[src/logic/coupler_status_pkg.sv]
// constants for the coupler status read/write command interpreter
// assumes a byte-level link engine delivers received bytes and takes bytes
// Operation
// - After the control byte the device returns a status info byte.
// - Then the device sends a confirmation byte equal to the info byte.
// - At power-on: auto mode, control output tied to the main output.
// - Control byte bit 6 picks the association: one auxiliary, zero main.
// - Control byte bit 5 picks the mode: one manual, zero auto.
// - In manual mode control bit 7 drives the transistor; else ignored.
// - Settings change only when control byte bits 3 and 4 are both zero.
// - The info byte shows the settings after the current control byte.
// - Info bits 0..3 are main active, main level, aux active, aux level.
// - An inactive output flags its own falling edges in bits 4 and 5.
// - Event flags stay set until the all-lines-off command clears them.
// - Info bit 7 shows the mode: zero auto, one manual.
// - Info bit 6 is the association in auto, the drive in manual.
// - A line level is meaningful only while its output is inactive.
package coupler_status_pkg;
    localparam logic [7:0] CMD_STATUS_RW  = 8'h5A;
    // control byte fields
    localparam int CTL_DRIVE_BIT   = 7;
    localparam int CTL_ASSOC_BIT   = 6;
    localparam int CTL_MODE_BIT    = 5;
    localparam int CTL_LOCK_HI_BIT = 4;
    localparam int CTL_LOCK_LO_BIT = 3;
    // info byte fields
    localparam int INFO_MAIN_STAT  = 0;
    localparam int INFO_MAIN_LEVEL = 1;
    localparam int INFO_AUX_STAT   = 2;
    localparam int INFO_AUX_LEVEL  = 3;
    localparam int INFO_MAIN_EVT   = 4;
    localparam int INFO_AUX_EVT    = 5;
    localparam int INFO_CTL_REPORT = 6;
    localparam int INFO_MODE       = 7;
    // reset values
    localparam logic MODE_RESET    = 1'b0; // auto-control
    localparam logic ASSOC_RESET   = 1'b0; // main output
    localparam logic DRIVE_RESET   = 1'b0; // transistor off
    localparam logic [7:0] BYTE_RESET = 8'h00;

    typedef enum logic [1:0] {
        ST_IDLE     = 2'b00,
        ST_WAIT_CTL = 2'b01,
        ST_SEND_INF = 2'b10,
        ST_SEND_CNF = 2'b11
    } seq_state_t;
endpackage

[src/logic/edge_event_flag.sv]
// sticky falling-edge flag for one coupler output
// assumes line level and active state are synchronous to ref_clk
`timescale 1ns/1ps
module edge_event_flag
(
    // clock and reset
    input  wire logic ref_clk,
    input  wire logic reset,
    // line
    input  wire logic line_level,
    input  wire logic output_active,
    input  wire logic clear_flags,
    // result
    output logic      falling_edge_flag
);
    logic level_reg;
    logic set_evt;

    // a falling edge while the output is inactive
    assign set_evt = !output_active && level_reg && !line_level;

    // set wins over a clear in the same cycle
    always_ff @(posedge ref_clk)
    begin
        if (reset)
        begin
            level_reg         <= 1'b1;
            falling_edge_flag <= 1'b0;
        end
        else
        begin
            level_reg <= line_level;
            if (set_evt)
                falling_edge_flag <= 1'b1;
            else if (clear_flags)
                falling_edge_flag <= 1'b0;
        end
    end

    // checks
    chk_edge_sets_flag: assert property (
        @(posedge ref_clk) disable iff (reset)
        set_evt |=> falling_edge_flag)
        else $error("falling edge on inactive output not flagged");
    chk_flag_holds: assert property (
        @(posedge ref_clk) disable iff (reset)
        falling_edge_flag && !clear_flags |=> falling_edge_flag)
        else $error("event flag dropped without all-lines-off");
    chk_flag_clears: assert property (
        @(posedge ref_clk) disable iff (reset)
        clear_flags && !set_evt |=> !falling_edge_flag)
        else $error("event flag not cleared by all-lines-off");
endmodule // edge_event_flag

[src/logic/coupler_status_rw.sv]
// status read/write command interpreter of the network coupler
// assumes a link engine passes whole bytes in and takes whole bytes out
`timescale 1ns/1ps
module coupler_status_rw
(
    // clock and reset
    input  wire logic        ref_clk,
    input  wire logic        reset,
    // received bytes
    input  wire logic        rx_valid,
    input  wire logic [7:0]  rx_data,
    input  wire logic        bus_reset,
    // transmitted bytes
    output logic             tx_valid,
    output logic [7:0]       tx_data,
    input  wire logic        tx_ready,
    // coupler state from the switching logic
    input  wire logic        main_active,
    input  wire logic        aux_active,
    input  wire logic        main_line,
    input  wire logic        aux_line,
    input  wire logic        lines_off,
    // settings and control output
    output logic             mode_manual,
    output logic             assoc_aux,
    output logic             ctl_out_drive,
    output logic             main_evt,
    output logic             aux_evt
);
    import coupler_status_pkg::*;

    seq_state_t state_reg;
    seq_state_t state_next;
    logic       manual_val_reg;
    logic       accept;
    logic       ctl_seen;
    logic       mode_next;
    logic       assoc_next;
    logic       manual_next;
    logic       drive_next;
    logic       report_next;
    logic       tx_done;
    logic [7:0] info_next;

    // decode of the control byte; bits 0..2 never looked at
    assign ctl_seen = (state_reg == ST_WAIT_CTL) && rx_valid;
    assign accept = ctl_seen && !rx_data[CTL_LOCK_HI_BIT]
                    && !rx_data[CTL_LOCK_LO_BIT];
    assign mode_next   = accept ? rx_data[CTL_MODE_BIT] : mode_manual;
    assign assoc_next  = accept ? rx_data[CTL_ASSOC_BIT] : assoc_aux;
    // manual drive value only taken while manual mode is chosen
    assign manual_next = (accept && rx_data[CTL_MODE_BIT]) ?
                         rx_data[CTL_DRIVE_BIT] : manual_val_reg;
    assign drive_next  = mode_next ? manual_next
                         : (assoc_next ? aux_active : main_active);
    assign report_next = mode_next ? manual_next : assoc_next;
    assign tx_done     = tx_valid && tx_ready;

    // info byte from the settings now in force; stat bit 0 means active
    // level bits are passed as sensed, valid only while inactive
    assign info_next = {mode_next, report_next, aux_evt, main_evt,
                        aux_line, !aux_active,
                        main_line, !main_active};

    // command sequence
    always_comb
    begin
        state_next = state_reg;
        case (state_reg)
            ST_IDLE:
                if (rx_valid && rx_data == CMD_STATUS_RW)
                    state_next = ST_WAIT_CTL;
            ST_WAIT_CTL:
                if (rx_valid)
                    state_next = ST_SEND_INF;
            ST_SEND_INF:
                if (tx_done)
                    state_next = ST_SEND_CNF;
            ST_SEND_CNF:
                if (tx_done)
                    state_next = ST_IDLE;
            default:
                state_next = ST_IDLE;
        endcase
        if (bus_reset)
            state_next = ST_IDLE;
    end

    // state and settings registers, defaults at power-on
    always_ff @(posedge ref_clk)
    begin
        if (reset)
        begin
            state_reg      <= ST_IDLE;
            mode_manual    <= MODE_RESET;
            assoc_aux      <= ASSOC_RESET;
            manual_val_reg <= DRIVE_RESET;
            ctl_out_drive  <= DRIVE_RESET;
        end
        else
        begin
            state_reg      <= state_next;
            mode_manual    <= mode_next;
            assoc_aux      <= assoc_next;
            manual_val_reg <= manual_next;
            ctl_out_drive  <= drive_next;
        end
    end

    // byte out: info then the same byte again as confirmation
    always_ff @(posedge ref_clk)
    begin
        if (reset)
        begin
            tx_valid <= 1'b0;
            tx_data  <= BYTE_RESET;
        end
        else if (bus_reset)
            tx_valid <= 1'b0;
        else if (ctl_seen)
        begin
            tx_valid <= 1'b1;
            tx_data  <= info_next;
        end
        else if (tx_done && state_reg == ST_SEND_CNF)
            tx_valid <= 1'b0; // tx_data kept: confirmation equals info
    end

    // event flags per output
    edge_event_flag main_flag
    (
        .ref_clk           (ref_clk),
        .reset             (reset),
        .line_level        (main_line),
        .output_active     (main_active),
        .clear_flags       (lines_off),
        .falling_edge_flag (main_evt)
    );

    edge_event_flag aux_flag
    (
        .ref_clk           (ref_clk),
        .reset             (reset),
        .line_level        (aux_line),
        .output_active     (aux_active),
        .clear_flags       (lines_off),
        .falling_edge_flag (aux_evt)
    );

    // checks of the reply sequence
    chk_info_follows_ctl: assert property (
        @(posedge ref_clk) disable iff (reset || bus_reset)
        ctl_seen |=> tx_valid)
        else $error("no info byte after control byte");
    chk_reply_held: assert property (
        @(posedge ref_clk) disable iff (reset || bus_reset)
        tx_valid && !tx_ready |=> tx_valid && $stable(tx_data))
        else $error("reply byte changed before it was taken");
    chk_confirm_equals_info: assert property (
        @(posedge ref_clk) disable iff (reset || bus_reset)
        (state_reg == ST_SEND_INF && tx_done)
        |=> tx_valid && tx_data == $past(tx_data))
        else $error("confirmation differs from info byte");
    chk_confirm_ends: assert property (
        @(posedge ref_clk) disable iff (reset)
        (state_reg == ST_SEND_CNF && tx_done) |=> !tx_valid)
        else $error("reply strobe stays up after confirmation");
    chk_abort_idle: assert property (
        @(posedge ref_clk) disable iff (reset)
        bus_reset |=> !tx_valid && state_reg == ST_IDLE)
        else $error("link reset did not abort the command");

    // checks of the settings
    chk_power_on_default: assert property (
        @(posedge ref_clk) disable iff (reset)
        $past(reset) |-> !mode_manual && !assoc_aux)
        else $error("power-on settings wrong");
    chk_assoc_taken: assert property (
        @(posedge ref_clk) disable iff (reset)
        accept |=> assoc_aux == $past(rx_data[CTL_ASSOC_BIT]))
        else $error("association not taken");
    chk_auto_follows: assert property (
        @(posedge ref_clk) disable iff (reset)
        !mode_next |=> ctl_out_drive
        == (assoc_aux ? $past(aux_active) : $past(main_active)))
        else $error("auto drive does not follow associated output");
    chk_mode_taken: assert property (
        @(posedge ref_clk) disable iff (reset)
        accept |=> mode_manual == $past(rx_data[CTL_MODE_BIT]))
        else $error("mode not taken");
    chk_manual_drive: assert property (
        @(posedge ref_clk) disable iff (reset)
        accept && rx_data[CTL_MODE_BIT]
        |=> ctl_out_drive == $past(rx_data[CTL_DRIVE_BIT]))
        else $error("manual drive value not applied");
    chk_drive_kept: assert property (
        @(posedge ref_clk) disable iff (reset)
        accept && !rx_data[CTL_MODE_BIT] |=> $stable(manual_val_reg))
        else $error("drive value taken in auto mode");
    chk_locked_settings: assert property (
        @(posedge ref_clk) disable iff (reset)
        ctl_seen && (rx_data[CTL_LOCK_HI_BIT] || rx_data[CTL_LOCK_LO_BIT])
        |=> $stable(mode_manual) && $stable(assoc_aux))
        else $error("settings changed while locked");

    // checks of the info byte fields
    chk_info_mode_bit: assert property (
        @(posedge ref_clk) disable iff (reset || bus_reset)
        ctl_seen |=> tx_data[INFO_MODE] == mode_manual
        && tx_data[INFO_CTL_REPORT]
        == (mode_manual ? ctl_out_drive : assoc_aux))
        else $error("info byte mode or report bit wrong");
    chk_info_stat_bits: assert property (
        @(posedge ref_clk) disable iff (reset || bus_reset)
        ctl_seen |=> tx_data[INFO_MAIN_STAT] == !$past(main_active)
        && tx_data[INFO_AUX_STAT] == !$past(aux_active))
        else $error("info byte active bits wrong");
    chk_info_level_bits: assert property (
        @(posedge ref_clk) disable iff (reset || bus_reset)
        ctl_seen |=> tx_data[INFO_MAIN_LEVEL] == $past(main_line)
        && tx_data[INFO_AUX_LEVEL] == $past(aux_line))
        else $error("info byte level bits wrong");
    chk_info_event_bits: assert property (
        @(posedge ref_clk) disable iff (reset || bus_reset)
        ctl_seen |=> tx_data[INFO_MAIN_EVT] == $past(main_evt)
        && tx_data[INFO_AUX_EVT] == $past(aux_evt))
        else $error("info byte event bits wrong");

    // covers of the main exchanges
    cov_locked_write: cover property (@(posedge ref_clk) ctl_seen && !accept);
    cov_manual_on: cover property (@(posedge ref_clk)
        accept && rx_data[CTL_MODE_BIT] && rx_data[CTL_DRIVE_BIT]);
    cov_full_exchange: cover property (@(posedge ref_clk)
        state_reg == ST_SEND_CNF && tx_done);
    cov_abort_wait: cover property (@(posedge ref_clk)
        bus_reset && state_reg == ST_WAIT_CTL);
    cov_flags_cleared: cover property (@(posedge ref_clk)
        lines_off && (main_evt || aux_evt));
endmodule // coupler_status_rw

[config.mk]
export PLATFORM = sky130hd
export DESIGN_NAME = coupler_status_rw
export DESIGN_NICKNAME = d
export VERILOG_FILES = /design/src/logic/coupler_status_pkg.sv /design/src/logic/edge_event_flag.sv /design/src/logic/coupler_status_rw.sv
export SDC_FILE = /design/constraint.sdc
export NUM_CORES = 1
export LEC_CHECK = 0
export ABC_CLOCK_PERIOD_IN_PS = 4500
export BUFFER_PORTS_ARGS = -buffer_cell sky130_fd_sc_hd__buf_4
export CAP_MARGIN = 20
export CORE_ASPECT_RATIO = 0.9
export CORE_UTILIZATION = 30
export DETAILED_ROUTE_END_ITERATION = 7
export GPL_TIMING_DRIVEN = 0
export SLEW_MARGIN = 20
export SYNTH_ARGS = -nofsm -noshare
export SYNTH_HDL_FRONTEND = slang
export SYNTH_SLANG_ARGS = --single-unit
[constraint.sdc]
create_clock -name ref_clk -period 4.5 [get_ports ref_clk]
set_input_delay 0.9 -clock ref_clk [delete_from_list [all_inputs] [get_ports ref_clk]]
set_output_delay 0.9 -clock ref_clk [all_outputs]
set_load 0.01 [all_outputs]
Yosys cells after proc, flatten, opt, wreduce, memory -nomap -nowiden:

Index checks and enable logic that the tools add are counted.

* eq/ne operators: 8
* muxes and demuxes: 16
* bitwise logic cells: 1
* reduce and logical (&&, ||, !) cells: 24

Operators by type and width (number)
* $logic_and A1 B1 Y1: 11
* $mux W1: 11
* $eq A8 B7 Y1 const B: 1
* $mux W2: 4
* $ne A2 B2 Y1 const B: 4
* $pmux W2 S4: 1
* $logic_not A1 Y1: 6
* $reduce_bool A2 Y1: 3
* $eq A2 B2 Y1 const B: 2
* $reduce_and A4 Y1: 1
* $eq A2 B1 Y1 const B: 1
* $logic_not A2 Y1: 1
* $reduce_and A2 Y1: 1
* $reduce_or A2 Y1: 1
* $not A1 Y1: 1

* register bits: 19
* input port bits: 18
* output and inout port bits: 14
* logic and storage cells: 60

Longest topological paths before layout:

Gate-level depths: netlist (run 1).

* depth after elaboration: 7
* gate-level depth with buffers: 7
* gate-level depth less buffers: 6

Hierarchy:

From an unflattened synthesis (run 1), not the netlist that was laid out.

* cells, all modules: 87
* area total of the unflattened synthesis: 874.6 um2

By module, submodules not included
* coupler_status_rw: instances 1, cells each 75, area an instance 724.4 um2, sequential area each 300.3 um2
* edge_event_flag: instances 2, cells each 6, area an instance 75.1 um2, sequential area each 40.0 um2

Worst setup path before layout (run 1):

No wires, ideal clock.

* kind: input-to-reg
* start point: input port rx_data[5]
* end point: register state_reg[0]
* library setup time: 122 ps
* data arrival time: 2012 ps
* data required time: 4378 ps
* slack: 2366 ps
* stages: 4
* path through: or4b_4 -> nor4_4 -> nor2_2 -> o311a_1

* word-level cells in the longest chain between the ends: 4

RTL lines
* start, declared: RTL line coupler_status_rw.sv:11 `input wire logic [7:0] rx_data,`
* $eq A8 B7 Y1: RTL line coupler_status_rw.sv:71 `if (rx_valid && rx_data == CMD_STATUS_RW)`
* $logic_and A1 B1 Y1: RTL line coupler_status_rw.sv:71
* $ne A2 B2 Y1 (no source line)
* $reduce_and A4 Y1 (no source line)
* end signal, assigned: RTL line coupler_status_rw.sv:102 `state_reg <= state_next;`
* end, declared: RTL line coupler_status_rw.sv:32 `seq_state_t state_reg;`

No other way between the ends.
A chain may end at the register's enable or synchronous reset.

Final worst setup path (run 1):

Same ends and word-level chain as after synthesis.

==> results.yml, run 1 <==
worst_setup_path:
  crit_path_end: "state_reg[0]"
  required_ps: 4690
  end_kind: "register"
  cp_slowest_cell: "or4b_4"
  worst_path_largest_cell_delay_ps: 550
  crit_chain: "buf_4 > or4b_4 > nor4_4 > nor2_2 > o311a_1"
  crit_fanout: 5
  reg2reg_from: "state_reg[1]"
  critPathLaunchType: "input pin"
  arrival_ps: 2200
  r2r_cells: 7
  ff2ff_setup_slack_ps: 2610
  critical_path_buf_inv_count: 1
  reg2reg_to: "tx_data[6]"
  cp.depth: 5
  crit_start: "rx_data[5]"
  critical_path_class: "input pin to register"
  crit_family: "simple AND/OR/NAND/NOR gates"
cells_and_area:
  largest_register_ffs: 8
  nets: 147
  multiInputGateArea_um2: 445.4
  layout-drive-gt1-share_pct: 33.33
  area_delta_synth_final_pct: 35.18
  diodes: 0
  design_area_um2: 1159
  fillCellCount: 286
  final_cells: 163
  register_area_um2: 380.4
clocking:
  ctsResizeCount: 0
  cts_max_path_buffers: 2
  htreeDepth: 1
  clk_latency_ps: 290
  clkTransAtPathRegs_ps: 100
  cts-root-buf: "clkbuf_4"
  cts_inserted_buffers: 3
  cts_hold_buf: 0
  cts.sinks: 19
  cts_tree: "built"
  cts_setup_buffers: 0
global_routing:
  grt_pass1_wl_um: 2663
  grt_max_degree: 11
  grtUsageTotal_pct: 11.74
  grt_pass1_vias: 613
  grt.overflow.total: 0
  antenna_found_initial: 0
placed_design:
  hpwl_um: 1351
  place_area_um2: 1132
  globalplace.congestion: 0.7105
  placedCellCount: 159
  port-buffer-count: 30
synth:
  synth-main-ff-cell: "dfxtp_1"
  yosys.cell_count.top_type: "dfxtp_1"
  yosysSeqAreaShare_pct: 44.38
  synth.mux.area_fraction_pct: 9.343
  synth.distinct_cells: 27
  synth_top_family_by_area: "simple AND/OR/NAND/NOR gates"
  ys_top_cells_by_count: "19 x dfxtp_1, 13 x nor2_1, 8 x mux2i_1, 7 x nand2_1, 5 x ha_1"
  syn_area_um2: 857.1
  synthSimpleGateAreaFrac_pct: 24.23
  ys_async_sr_fraction_pct: 0
  yosys.area_share.adder_pct: 7.299
  synth_nets: 112
  yosys.area.top_type: "dfxtp_1"
  synth_edf_count: 0
  syn_avg_cell_area_um2: 9.630
  ys.warnings.count: 0
  synth_compound_area_share_pct: 11.09
  synthXorXnorAreaFrac_pct: 0
  synthCells: 89
  synth_top_area_share_pct: 44.38
  ys_seq_elements: 19
  synth_area_leaders: "dfxtp_1 44%, mux2i_1 9.3%, ha_1 7.3%"
sta:
  post-route-period-util_pct: 44.78
  max_freq_ghz: 0.4963
  slew_violations: 0
  holdWs_ps: 465.3
  slew_headroom_pct: 65.87
  rsz0062_at_grt: "false"
  setup_viol_count_final: 0
  finalCriticalPeriod_ps: 2015
  tns_ps: 0
  worstMarginPinSlew_ps: 512.0
  clock_skew_ps: 2.805
  hold_viol_final: 0
detailed_routing:
  drt_iter0_drc: 15
  vias: 722
  avgViaCountPerCell: 4.429
  drc: 0
  routed_wl_um: 1675
  ant_nets: 0
  wl_per_cell_um: 10.28
  firstDrtPassIters: 3
pwr:
  ir_drop_mv: 0.1374
  fin_total_pwr_uw: 279.9
  powerDensity_nw_per_um2: 241.6
  cellLeakagePower_uw: 0.0004939
outcome:
  status: "finished clean"
worst_hold_path:
  hold_depth: 2
  hp-class: "register to register"
die:
  io_pins: 32
  dieArea_um2: 3075
  die_y_um: 52.71
  rows: 18
  core_area_um2: 2725
  die_x_um: 58.34
  start_util_pct: 31.45
flow_run:
  cap_viol_max_count: 0
[cells in the final DEF, fill, tap and decap left out, drive strengths merged, types with 3 or more instances in the layout]
cell type | netlist | final
a211oi | 3 | 3
a21oi | 3 | 3
nor3b | 4 | 4
inv | 4 | 4
dfxtp | 19 | 19
ha | 5 | 5
nand2 | 7 | 7
clkbuf | 3 | 7
mux2i | 8 | 8
nor2 | 14 | 14
buf | 1 | 31
[kinds of logic after synthesis]
| group | count (synthesis) |
|---|---|
| AND/OR/NAND/NOR | 37 |
| buffers and inverters | 8 |
| flip-flops | 19 |
| adder cells (fa/ha/maj) | 5 |
| AO/OA/AOI/OAI | 12 |
| multiplexers | 8 |
[per-layer routing]
metal	track usage (%)	vias up	wire, um	part of all wire, %
met1	14.01	335	759	45
met4	2.381	0	0	0
met2	20.69	13	860	51
met5	0	-	0	0
li1	-	374	-	-
met3	3.704	0	55	3.3
[layout make-up]
type	count	area share (%)
Sequential cell	19	32.83
Multi-Input combinational cell	62	38.44
Timing Repair Buffer	30	19.44
Inverter	4	1.296
Buffer	4	1.404
Tap cell	40	4.320
Clock buffer	4	2.268
[per-stage QoR]
step	setup slack, ps	util, %
after CTS	2482	42.52
after floorplan	2366	-
after global placement	2173	41.55
after global routing	2407	42.52
final	2485	42.52
after detailed placement	2162	41.55
[worst min-delay path by stage]
stage	slack [ps]	startpoint	to
detailed placement	460	manual_val_reg	manual_val_reg
CTS	470	manual_val_reg	manual_val_reg
global route	490	manual_val_reg	manual_val_reg
global placement	450	manual_val_reg	manual_val_reg
finish	470	manual_val_reg	manual_val_reg
floorplan	440	manual_val_reg	manual_val_reg
[worst min-delay path, cell delays in order (launching register included)]
cell and delay (ps):
dfxtp_1 320, nand2_1 50, a21oi_1 50
[power breakdown]
group | total (uW) | internal, uW | switching (uW) | leakage, uW
sequential | 171 | 170 | 0.950 | 0.000154
combinational | 26.1 | 14.6 | 11.5 | 0.000325
clock | 82.4 | 34.4 | 48.0 | 0.0000150
No activity file was read; power rests on OpenSTA's default activity.
==> run 2: changes to the inputs <==
- ABC_AREA: not set -> 1
- ABC_CLOCK_PERIOD_IN_PS: 4500 -> 1710
- clock period: 4.5 -> 1.71 ns (I/O delays scaled with it)
==> run 2 against run 1 <==
Utilization rose by 0.27 points. Clock skew rose by 13 ps. Flip-flop and latch count did not move. Hold slack got worse by 260 ps. Synthesized cell count rose by 30%. Power rose to 2.7 times the previous value. Cell area rose by 3.1%. Via count rose by 13%. Global-route usage rose by 1.1 points. Wire length rose by 10%. Critical endpoint is now tx_data[6]. Largest cell class unchanged.
==> results.yml, run 2 <==
die:
  dieArea_um2: 3196
  die_x_um: 59.48
  io_pins: 32
  rows: 18
  die_y_um: 53.74
  start_util_pct: 31.94
  core_area_um2: 2793
placed_design:
  globalplace.congestion: 0.8015
  place_area_um2: 1167
  port-buffer-count: 30
  hpwl_um: 1478
synth:
  yosysSeqAreaShare_pct: 42.64
  synth_nets: 139
  synth_edf_count: 0
  syn_avg_cell_area_um2: 7.691
  yosys.cell_count.top_type: "nand2_1"
  synth-main-ff-cell: "dfxtp_1"
  synthCells: 116
  syn_area_um2: 892.1
  yosys.area.top_type: "dfxtp_1"
  synth.distinct_cells: 23
  ys_top_cells_by_count: "20 x nand2_1, 19 x dfxtp_1, 17 x nor2_1, 16 x inv_1, 7 x o21ai_0"
  ys.warnings.count: 0
  ys_seq_elements: 19
  ys_async_sr_fraction_pct: 0
  synth_area_leaders: "dfxtp_1 43%, nand2_1 8.4%, nor2_1 7.2%"
  synth_top_area_share_pct: 42.64
sta:
  post-route-period-util_pct: 85.39
  clock_skew_ps: 15.59
  rsz0062_at_grt: "false"
  finalCriticalPeriod_ps: 1460
  hold_viol_final: 0
  max_freq_ghz: 0.6849
  worstMarginPinSlew_ps: 237.4
  tns_ps: 0
  setup_viol_count_final: 0
  slew_violations: 0
  holdWs_ps: 207.2
  slew_headroom_pct: 84.16
flow_run:
  cap_viol_max_count: 0
global_routing:
  met2_usage_pct: 23.60
  antenna_found_initial: 0
  use_met3_pct: 4.327
  grt_use_met1_pct: 14.62
  grtUsageTotal_pct: 12.87
  grt_busiest_layer: "met2"
  grt_pass1_wl_um: 3070
  grt.overflow.total: 0
  grt_max_degree: 12
  grt_pass1_vias: 760
clocking:
  cts_max_path_buffers: 2
  htreeDepth: 1
  cts_setup_buffers: 0
  cts-root-buf: "clkbuf_4"
  clkTransAtPathRegs_ps: 110
  cts_hold_buf: 0
  cts.sinks: 19
  clk_latency_ps: 300
  cts_inserted_buffers: 3
  cts_tree: "built"
  ctsResizeCount: 0
worst_setup_path:
  critPathLaunchType: "register"
  critical_path_class: "register to register"
  arrival_ps: 1670
  end_kind: "register"
  required_ps: 1920
  crit_fanout: 4
  ff2ff_setup_slack_ps: 250
detailed_routing:
  ant_nets: 0
  avgViaCountPerCell: 4.300
  routed_wl_um: 1842
  drc: 0
  vias: 817
  drt_iter0_drc: 12
  firstDrtPassIters: 4
  wl_per_cell_um: 9.695
pwr:
  powerDensity_nw_per_um2: 624.0
  cellLeakagePower_uw: 0.0005724
  ir_drop_mv: 0.5048
cells_and_area:
  layout-drive-gt1-share_pct: 32.67
  final_common_cell: "buf_4"
  diodes: 0
  largest_register_ffs: 8
  mostFrequentLayoutCells: "30 x buf_4, 20 x nand2_1, 19 x dfxtp_1"
  nets: 174
  design_area_um2: 1195
  area_delta_synth_final_pct: 33.94
worst_hold_path:
  hp-class: "input pin to register"
outcome:
  status: "finished clean"
run 2: changes by cell type after synthesis, moves of 4 or more:
cell	before	now
mux2i_1	8	0
o21ai_0	0	7
nand3_1	2	6
inv_1	4	16
nor2_1	13	17
nand2_2	0	4
nand2_1	7	20
run 2: final timing paths:
kind	from	to	cells after the start
worst min-delay path	aux_active	tx_data[2]	2
worst min register to register	aux_flag.level_reg	aux_flag.falling_edge_flag	2
worst max register to register	state_reg[1]	tx_data[6]	10
worst max-delay path	state_reg[1]	tx_data[6]	10
run 2: area by class of cell:
cell class	instances	area, um2
Fill cell	296	1598
Multi-Input combinational cell	78	436.7
Sequential cell	19	380.4
Timing Repair Buffer	30	225.2
Inverter	17	65.06
Tap cell	40	50.05
Clock buffer	3	22.52
Buffer	2	10.01
Clock inverter	1	5.005
run 2: layer usage:
metal	routed length [um]	share of wire, %
met1	812	44
met5	0	0
met2	959	52
met3	50	2.7
met4	20	1.1
run 2: metrics by stage:
| step | utilization (%) | std cells | worst slack, ps | power [uW] |
|---|---|---|---|---|
| 2_1_floorplan | - | 116 | 383.1 | 487.6 |
| 3_3_place_gp | 41.80 | 186 | 255.2 | 531.4 |
| 3_5_place_dp | 41.80 | 186 | 234.1 | 532.7 |
| 4_1_cts | 42.79 | 190 | 236.4 | 754.5 |
| 5_1_grt | 42.79 | 190 | 83.34 | 780.9 |
| 6_report | 42.79 | 190 | 249.9 | 745.6 |
run 2: worst max-delay path, cell delays in order, from the launching register on:
cell and delay [ps]:
dfxtp_1 370, inv_1 90, ha_1 210, nand2_2 120, clkinv_2 100, nand2_2 80
nand2_1 60, nand2_1 110, nor2_1 60, nor2_1 110, a21oi_2 60
run 2: cell families (layout without fill, tap and decap cells):
logic type | after synthesis | count (layout) | share of synthesized area (%)
buf+inv | 19 | 53 | 8.415
flops | 19 | 19 | 42.64
compound gates | 19 | 19 | 12.76
simple gates | 54 | 54 | 29.17
fa+ha+maj | 5 | 5 | 7.013
run 2: where the power goes:
group / switching (uW) / internal (uW)
sequential: 3.09 / 449
clock: 136 / 87.1
combinational: 32.6 / 37.4
